**config.mk**
```make
export PLATFORM = sky130hd
export DESIGN_NAME = asrc_host
export DESIGN_NICKNAME = d
export VERILOG_FILES = /design/src/rtl/asrc_pkg.sv /design/src/rtl/asrc_timer_if.sv /design/src/rtl/asrc_host.sv /design/src/rtl/asrc_timer.sv
export VERILOG_INCLUDE_DIRS = /design/src /design/src/rtl
export SDC_FILE = /design/constraint.sdc
export NUM_CORES = 1
export LEC_CHECK = 0
export ABC_AREA = 1
export BUFFER_PORTS_ARGS = -buffer_cell sky130_fd_sc_hd__buf_4
export CORE_MARGIN = 3
export CORE_UTILIZATION = 55
export DETAILED_ROUTE_END_ITERATION = 8
export PLACE_DENSITY = 0.91
export SLEW_MARGIN = 10
export SYNTH_ARGS = -nofsm -noshare
export SYNTH_HDL_FRONTEND = slang
export SYNTH_SLANG_ARGS = --single-unit
```
**constraint.sdc**
```tcl
create_clock -name mclk_i -period 3.9 [get_ports mclk_i]
set_input_delay 0.585 -clock mclk_i [delete_from_list [all_inputs] [get_ports mclk_i]]
set_output_delay 0.585 -clock mclk_i [all_outputs]
set_load 0.03 [all_outputs]
```
**src/rtl/asrc_defines.svh**
```systemverilog
// Timing counts and field widths for the static memory host controller
`ifndef ASRC_DEFINES_SVH
`define ASRC_DEFINES_SVH
`define ASRC_ADDR_W        10
`define ASRC_DATA_W        4
`define ASRC_CLK_PERIOD_NS 5
// Slowest grade figures, in ns, used so any grade is met
`define ASRC_T_CYCLE_NS    450
`define ASRC_T_WPULSE_NS   200
`define ASRC_T_ADDR_HOLD_NS 20
`define ASRC_T_ACCESS_NS   450
`define ASRC_CYC_CYCLE \
   ((`ASRC_T_CYCLE_NS + `ASRC_CLK_PERIOD_NS - 1) / `ASRC_CLK_PERIOD_NS)
`define ASRC_CYC_WPULSE \
   ((`ASRC_T_WPULSE_NS + `ASRC_CLK_PERIOD_NS - 1) / `ASRC_CLK_PERIOD_NS)
`define ASRC_CYC_AHOLD \
   ((`ASRC_T_ADDR_HOLD_NS + `ASRC_CLK_PERIOD_NS - 1) / `ASRC_CLK_PERIOD_NS)
`define ASRC_CYC_ACCESS \
   ((`ASRC_T_ACCESS_NS + `ASRC_CLK_PERIOD_NS - 1) / `ASRC_CLK_PERIOD_NS)
`define ASRC_CNT_W      8
`endif

```
**src/rtl/asrc_pkg.sv**
```systemverilog
// Types for the static memory host controller
package asrc_pkg;
   typedef enum logic [2:0] {
      ASRC_IDLE,
      ASRC_SETUP,
      ASRC_STROBE,
      ASRC_HOLD,
      ASRC_RECOVER
   } asrc_state_t;
endpackage

```
**src/rtl/asrc_timer_if.sv**
```systemverilog
// Interface between the sequencer and its cycle timer
`timescale 1ns/1ps
`default_nettype none
`include "asrc_defines.svh"
interface asrc_timer_if;
   logic                    load;
   logic [`ASRC_CNT_W-1:0]  count;
   logic                    done;
   modport ctrl (output load, output count, input done);
   modport tmr  (input load, input count, output done);
endinterface
`default_nettype wire

```
**src/rtl/asrc_host.sv**
```systemverilog
// Host controller driving an asynchronous 1K x 4 static memory
`timescale 1ns/1ps
`default_nettype none
`include "asrc_defines.svh"
// Notes on behaviour
// - Host holds word index stable across the whole write cycle.
// - Host keeps strobe or select high whenever the word index changes.
// - Select may be held low permanently in a single-device system; the host still raises select after every cycle.
// - Early write: strobe falls before select, so select times the write.
module asrc_host (
   // Clock and reset
   input  wire logic                    mclk_i,
   input  wire logic                    reset_n_i,
   // User request
   input  wire logic                    req_valid_i,
   input  wire logic                    req_write_i,
   input  wire logic [`ASRC_ADDR_W-1:0] req_addr_i,
   input  wire logic [`ASRC_DATA_W-1:0] req_wdata_i,
   output logic                         req_ready_o,
   // User answer
   output logic                         rsp_valid_o,
   output logic [`ASRC_DATA_W-1:0]      rsp_rdata_o,
   // Memory pins
   output logic [`ASRC_ADDR_W-1:0]      word_index_lines_o,
   output logic                         select_n_o,
   output logic                         write_n_o,
   output logic [`ASRC_DATA_W-1:0]      shared_data_lines_o,
   output logic                         shared_data_lines_oe_o,
   input  wire logic [`ASRC_DATA_W-1:0] shared_data_lines_i
);
   asrc_timer_if       tif ();
   asrc_pkg::asrc_state_t state;
   asrc_pkg::asrc_state_t next_state;
   logic               is_write;
   logic               next_select_n;
   logic               next_write_n;
   logic               next_oe;
   logic               take_rdata;

   asrc_timer u_timer (
      .mclk_i    (mclk_i),
      .reset_n_i (reset_n_i),
      .tif       (tif.tmr)
   );

   function automatic logic [`ASRC_CNT_W-1:0] phase_len(
      input asrc_pkg::asrc_state_t st,
      input logic                  wr
   );
      logic [`ASRC_CNT_W-1:0] n;
      n = `ASRC_CNT_W'(1);
      case (st)
         asrc_pkg::ASRC_STROBE:
            n = wr ? `ASRC_CNT_W'(`ASRC_CYC_WPULSE - 1)
                   : `ASRC_CNT_W'(`ASRC_CYC_ACCESS - 1);
         asrc_pkg::ASRC_HOLD:
            n = `ASRC_CNT_W'(`ASRC_CYC_AHOLD - 1);
         asrc_pkg::ASRC_RECOVER:
            n = `ASRC_CNT_W'(`ASRC_CYC_CYCLE - `ASRC_CYC_WPULSE
                             - `ASRC_CYC_AHOLD - 1);
         default:
            n = `ASRC_CNT_W'(0);
      endcase
      return n;
   endfunction

   always_comb begin
      next_state = state;
      case (state)
         asrc_pkg::ASRC_IDLE:
            if (req_valid_i) begin
               next_state = asrc_pkg::ASRC_SETUP;
            end
         asrc_pkg::ASRC_SETUP:
            next_state = asrc_pkg::ASRC_STROBE;
         asrc_pkg::ASRC_STROBE:
            if (tif.done) begin
               next_state = asrc_pkg::ASRC_HOLD;
            end
         asrc_pkg::ASRC_HOLD:
            if (tif.done) begin
               next_state = asrc_pkg::ASRC_RECOVER;
            end
         asrc_pkg::ASRC_RECOVER:
            if (tif.done) begin
               next_state = asrc_pkg::ASRC_IDLE;
            end
         default:
            next_state = asrc_pkg::ASRC_IDLE;
      endcase
   end

   // Timer is reloaded on every phase change
   assign tif.load  = (next_state != state);
   assign tif.count = phase_len(next_state, is_write);

   always_ff @(posedge mclk_i or negedge reset_n_i) begin
      if (!reset_n_i) begin
         state <= asrc_pkg::ASRC_IDLE;
      end else begin
         state <= next_state;
      end
   end

   // Request capture; index and data stay put for the whole cycle
   always_ff @(posedge mclk_i or negedge reset_n_i) begin
      if (!reset_n_i) begin
         is_write            <= 1'b0;
         word_index_lines_o  <= '0;
         shared_data_lines_o <= '0;
      end else if (state == asrc_pkg::ASRC_IDLE && req_valid_i) begin
         is_write            <= req_write_i;
         word_index_lines_o  <= req_addr_i;
         shared_data_lines_o <= req_wdata_i;
      end
   end

   // Direction of the cycle being started or already running
   function automatic logic is_write_next();
      return (state == asrc_pkg::ASRC_IDLE) ? req_write_i : is_write;
   endfunction

   // Phases across which a write keeps its word on the data lines
   function automatic logic in_write_span(
      input asrc_pkg::asrc_state_t st
   );
      return (st == asrc_pkg::ASRC_SETUP)  ||
             (st == asrc_pkg::ASRC_STROBE) ||
             (st == asrc_pkg::ASRC_HOLD);
   endfunction

   // Strobes: write strobe leads, select times the stored word
   always_comb begin
      next_select_n = 1'b1;
      next_write_n  = 1'b1;
      case (next_state)
         asrc_pkg::ASRC_SETUP: begin
            next_select_n = 1'b1;
            next_write_n  = !is_write_next();
         end
         asrc_pkg::ASRC_STROBE: begin
            next_select_n = 1'b0;
            next_write_n  = write_n_o;
         end
         asrc_pkg::ASRC_HOLD: begin
            next_select_n = 1'b1;
            next_write_n  = write_n_o;
         end
         default: begin
            next_select_n = 1'b1;
            next_write_n  = 1'b1;
         end
      endcase
   end

   // Select frames every cycle and is never tied low
   always_ff @(posedge mclk_i or negedge reset_n_i) begin
      if (!reset_n_i) begin
         select_n_o <= 1'b1;
      end else begin
         select_n_o <= next_select_n;
      end
   end

   // Write strobe stays low from setup through the address hold
   always_ff @(posedge mclk_i or negedge reset_n_i) begin
      if (!reset_n_i) begin
         write_n_o <= 1'b1;
      end else begin
         write_n_o <= next_write_n;
      end
   end

   // Drive data lines only across a write; released before any read
   always_comb begin
      next_oe = is_write_next() && in_write_span(next_state);
   end

   always_ff @(posedge mclk_i or negedge reset_n_i) begin
      if (!reset_n_i) begin
         shared_data_lines_oe_o <= 1'b0;
      end else begin
         shared_data_lines_oe_o <= next_oe;
      end
   end

   // Read word taken at the end of the access time, same polarity
   assign take_rdata = (state == asrc_pkg::ASRC_STROBE) && tif.done &&
                       !is_write;

   always_ff @(posedge mclk_i or negedge reset_n_i) begin
      if (!reset_n_i) begin
         rsp_valid_o <= 1'b0;
      end else begin
         rsp_valid_o <= take_rdata;
      end
   end

   always_ff @(posedge mclk_i or negedge reset_n_i) begin
      if (!reset_n_i) begin
         rsp_rdata_o <= '0;
      end else if (take_rdata) begin
         rsp_rdata_o <= shared_data_lines_i;
      end
   end

   // Ready only while the sequencer rests in idle
   always_ff @(posedge mclk_i or negedge reset_n_i) begin
      if (!reset_n_i) begin
         req_ready_o <= 1'b0;
      end else begin
         req_ready_o <= (next_state == asrc_pkg::ASRC_IDLE);
      end
   end
endmodule // asrc_host
`default_nettype wire

```
**src/rtl/asrc_timer.sv**
```systemverilog
// Down counter that times the strobe, hold and recovery phases of a memory cycle
`timescale 1ns/1ps
`default_nettype none
`include "asrc_defines.svh"
module asrc_timer (
   // Clock and reset
   input  wire logic   mclk_i,
   input  wire logic   reset_n_i,
   // Timer control
   asrc_timer_if.tmr   tif
);
   logic [`ASRC_CNT_W-1:0] remain;

   always_ff @(posedge mclk_i or negedge reset_n_i) begin
      if (!reset_n_i) begin
         remain <= '0;
      end else if (tif.load) begin
         remain <= tif.count;
      end else if (remain != '0) begin
         remain <= remain - 1'b1;
      end
   end

   // Done looks at the count only; load is itself derived from done
   assign tif.done = (remain == '0);
endmodule // asrc_timer
`default_nettype wire

```
==> metrics.txt <==
number of DRC violations after detailed-routing iteration 0 47; static leakage between 1 and 1.5 nW; Pwr Total around 0.00066 W; Overflow after GRT 0; total number of nets in the final design roughly 270; worst hold margin 0.165 ns; average size of a mapped cell about 8.5 um2; number of design rule violations left after detail routing 0; number of hold violations in the final report 0; netlist area before placement about 1700 um2; setup slack, reg-to-reg approximately 2.2 ns; result of the run completed; maximum root-to-sink buffer count 2; most area-hungry cell type in the Yosys netlist sky130_fd_sc_hd__dfrtp_1; Clock Skew ~0.0072 ns; first drt pass iteration count 4; yosys warns 0; number of instances in the synthesized netlist roughly 200; vias post-DR ~1.5k; number of nets with antenna violations after detailed routing 0; number of synthesized register bits 35; diodes inserted 0; Tcrit/Tclk final 0.442; via count of the first global-routing pass around 1.4k; Die X-Extent roughly 60 um; Initial Utilization 0.592; TritonCTS Sinks 35; die outline area 3740 um2; routed length per instance 13.5 um; endpoint type of the worst setup path register; setup repair after global routing missed its margin no; max-slew violations 0; top-area cell type share of the netlist area 0.493; Worst Tran Pin Value 0.433 ns; Std-Cell Rows 19; remaining max-slew budget at the tightest pin 0.711; number of primary I/O pins 45; Reg2Reg Launch Point u_timer.remain[0]; top metal layer carrying routed signals met4; initial antenna violation count 0; Post-Route M1 WL 1430 um; core region area about 2800 um2; count of final setup violators 0; routed wl met3 ~280 um; sequential fraction of the synthesis area 0.525; Inserted Clock Buffers 5; CTS tree done; synthesized netlist net count 222; latest clock arrival within the worst-skew pair about 0.35 ns; arrival time of data at the critical path endpoint ~2.0 ns; Worst VDD drop around 0.32 mV; number of different library cells in the post-synthesis netlist 29; number of H-tree levels 2; routed wl met2 around 1900 um; data required time of the worst path 4.14 ns; vias per cell roughly 5.2; Placer Congestion ~0.93; # fillers 204; CP Max Fanout 4; detailed-placement wirelength estimate approximately 2700 um; number of cells traversed by the worst register-to-register path 11; first-pass GRT wire length roughly 6200 um; area of combinational cells with multiple inputs about 700 um2; area taken by flip-flops and latches 878 um2; utilization of the core after routing 0.750; maxcap violations 0; clock root buffer master sky130_fd_sc_hd__clkbuf_4; buffers added on ports between 40 and 50; Area growth, synth to finish 26.7%; f_max 0.581 GHz; crit path launch type register; Min-Delay Path Class input pin to async pin; power density over the cells about 310 nW/um2; height of the die 61.2 um; post-cts sizing count 0; clock transition at the register clock pins on the worst setup and hold paths after CTS 0.11 ns; pin count of the biggest net entering global routing 36; Reg-to-Reg End u_timer.remain[0]; layout cells sized above 1 0.290; global-route usage over all layers 0.235; TNS Setup 0 ns; type of the worst setup path register to register; count of buffers added by post-CTS timing repair for setup 0; Final Non-Filler Cells between 200 and 300; synth top area cells sky130_fd_sc_hd__dfrtp_1 49%, sky130_fd_sc_hd__nand2_1 17%, sky130_fd_sc_hd__inv_1 4.0%; DRT Wirelength 3770 um; Period minus WS final 1.72 ns; cell count after placement 271; cts hold-fix bufs 0
==> worst max path at each step <==
stage / startpoint / end / slack (ns) / depth (start not counted)
2_1_floorplan: u_timer.remain[0] / shared_data_lines_oe_o / 2.37 / 10
3_3_place_gp: u_timer.remain[0] / shared_data_lines_oe_o / 2.27 / 10
3_5_place_dp: u_timer.remain[0] / shared_data_lines_oe_o / 2.19 / 10
4_1_cts: u_timer.remain[0] / shared_data_lines_oe_o / 2.17 / 10
5_1_grt: u_timer.remain[0] / rsp_rdata_o[2] / 1.98 / 9
6_report: u_timer.remain[0] / u_timer.remain[0] / 2.18 / 11
==> placed cells by master (no fill, tap or decap) <==
master	Yosys	final
sky130_fd_sc_hd__inv_1	18	18
sky130_fd_sc_hd__nand2_2	3	3
sky130_fd_sc_hd__dfrtp_1	33	33
sky130_fd_sc_hd__clkbuf_4	0	5
sky130_fd_sc_hd__o22ai_1	1	1
sky130_fd_sc_hd__o21bai_1	1	1
sky130_fd_sc_hd__nand2_1	76	76
sky130_fd_sc_hd__nand3_2	2	2
sky130_fd_sc_hd__bufinv_16	0	1
sky130_fd_sc_hd__dfstp_2	2	2
sky130_fd_sc_hd__nor2_4	3	3
sky130_fd_sc_hd__o21ai_2	1	1
sky130_fd_sc_hd__nor3_1	2	2
sky130_fd_sc_hd__a21oi_1	4	4
sky130_fd_sc_hd__a31oi_1	1	1
sky130_fd_sc_hd__nor2_1	14	14
sky130_fd_sc_hd__buf_4	0	44
sky130_fd_sc_hd__nand3_1	10	10
sky130_fd_sc_hd__nand2_4	1	1
sky130_fd_sc_hd__nand3_4	1	1
sky130_fd_sc_hd__clkinv_2	0	1
sky130_fd_sc_hd__xor2_1	4	4
sky130_fd_sc_hd__o211ai_1	1	1
sky130_fd_sc_hd__o21ai_1	2	2
sky130_fd_sc_hd__nor2_2	1	1
sky130_fd_sc_hd__clkbuf_8	0	1
sky130_fd_sc_hd__or2_1	1	1
sky130_fd_sc_hd__o21ai_0	6	6
sky130_fd_sc_hd__inv_2	4	4
sky130_fd_sc_hd__a21oi_4	1	1
sky130_fd_sc_hd__nor2_8	1	1
sky130_fd_sc_hd__ha_1	2	2
==> through the flow <==
step / area [um2] / worst slack [ns]
2_1_floorplan: 1670 / 2.37
3_3_place_gp: 2030 / 2.27
3_5_place_dp: 2030 / 2.19
4_1_cts: 2120 / 2.17
5_1_grt: 2120 / 1.98
6_report: 2120 / 2.18
==> critical path: stages, from the launching register on <==
cell and delay (ns):
sky130_fd_sc_hd__dfrtp_1 0.39, sky130_fd_sc_hd__inv_1 0.12, sky130_fd_sc_hd__ha_1 0.21, sky130_fd_sc_hd__nand2_1 0.07, sky130_fd_sc_hd__nor2_1 0.15, sky130_fd_sc_hd__nand3_2 0.12
sky130_fd_sc_hd__nand2_2 0.12, sky130_fd_sc_hd__inv_2 0.07, sky130_fd_sc_hd__nand3_2 0.08, sky130_fd_sc_hd__inv_1 0.08, sky130_fd_sc_hd__o21ai_1 0.14, sky130_fd_sc_hd__nand2_1 0.06
==> report_power, final <==
group          switching, W  total [W]  internal, W  leakage (nW)
logic            0.00000979  0.0000229    0.0000131         0.693
clock network      0.000125   0.000276     0.000151        0.0482
registers                 0   0.000363     0.000363         0.436
==> cell usage after synthesis (all sizes together) <==
cell type and n:
a21oi 5, a31oi 1, buf 1, clkbuf 1, dfrtp 33, dfstp 2, ha 2, inv 22
nand2 80, nand3 13, nor2 19, nor3 2, o211ai 1, o21ai 9, o21bai 1, o22ai 1
or2 1, xor2 4
==> state kept, by name (all words and copies together), names as in the netlist <==
register and flops:
is_write 1, req_ready_o 1, rsp_rdata_o 4, rsp_valid_o 1, select_n_o 1, shared_data_lines_o 4
shared_data_lines_oe_o 1, state 3, u_timer.remain 8, word_index_lines_o 10, write_n_o 1
==> layout make-up <==
cell class              instances  share of cell area
well taps                      31              0.0183
inverters                      22              0.0389
clock inverters                 2              0.0165
clock buffers                   6              0.0242
repair buffers                 44               0.156
multi-input cells             139               0.332
flip-flops and latches         35               0.414
==> cell families after synthesis <==
family                     after synthesis  share of synthesized area
AOI/OAI and AO/OA                       18                     0.0673
xor gates and xnor gates                 4                     0.0209
adders and majority gates                2                     0.0149
buffers and inverters                   24                     0.0545
DFF                                     35                      0.525
and+or+nand+nor                        115                      0.318
==> per-layer routing <==
metal / global-route usage / vias up
li1: - / 708
met1: 0.261 / 673
met2: 0.387 / 53
met3: 0.0818 / 16
met4: 0.146 / 0
met5: 0 / -
Power figures use the tool's default switching activity.
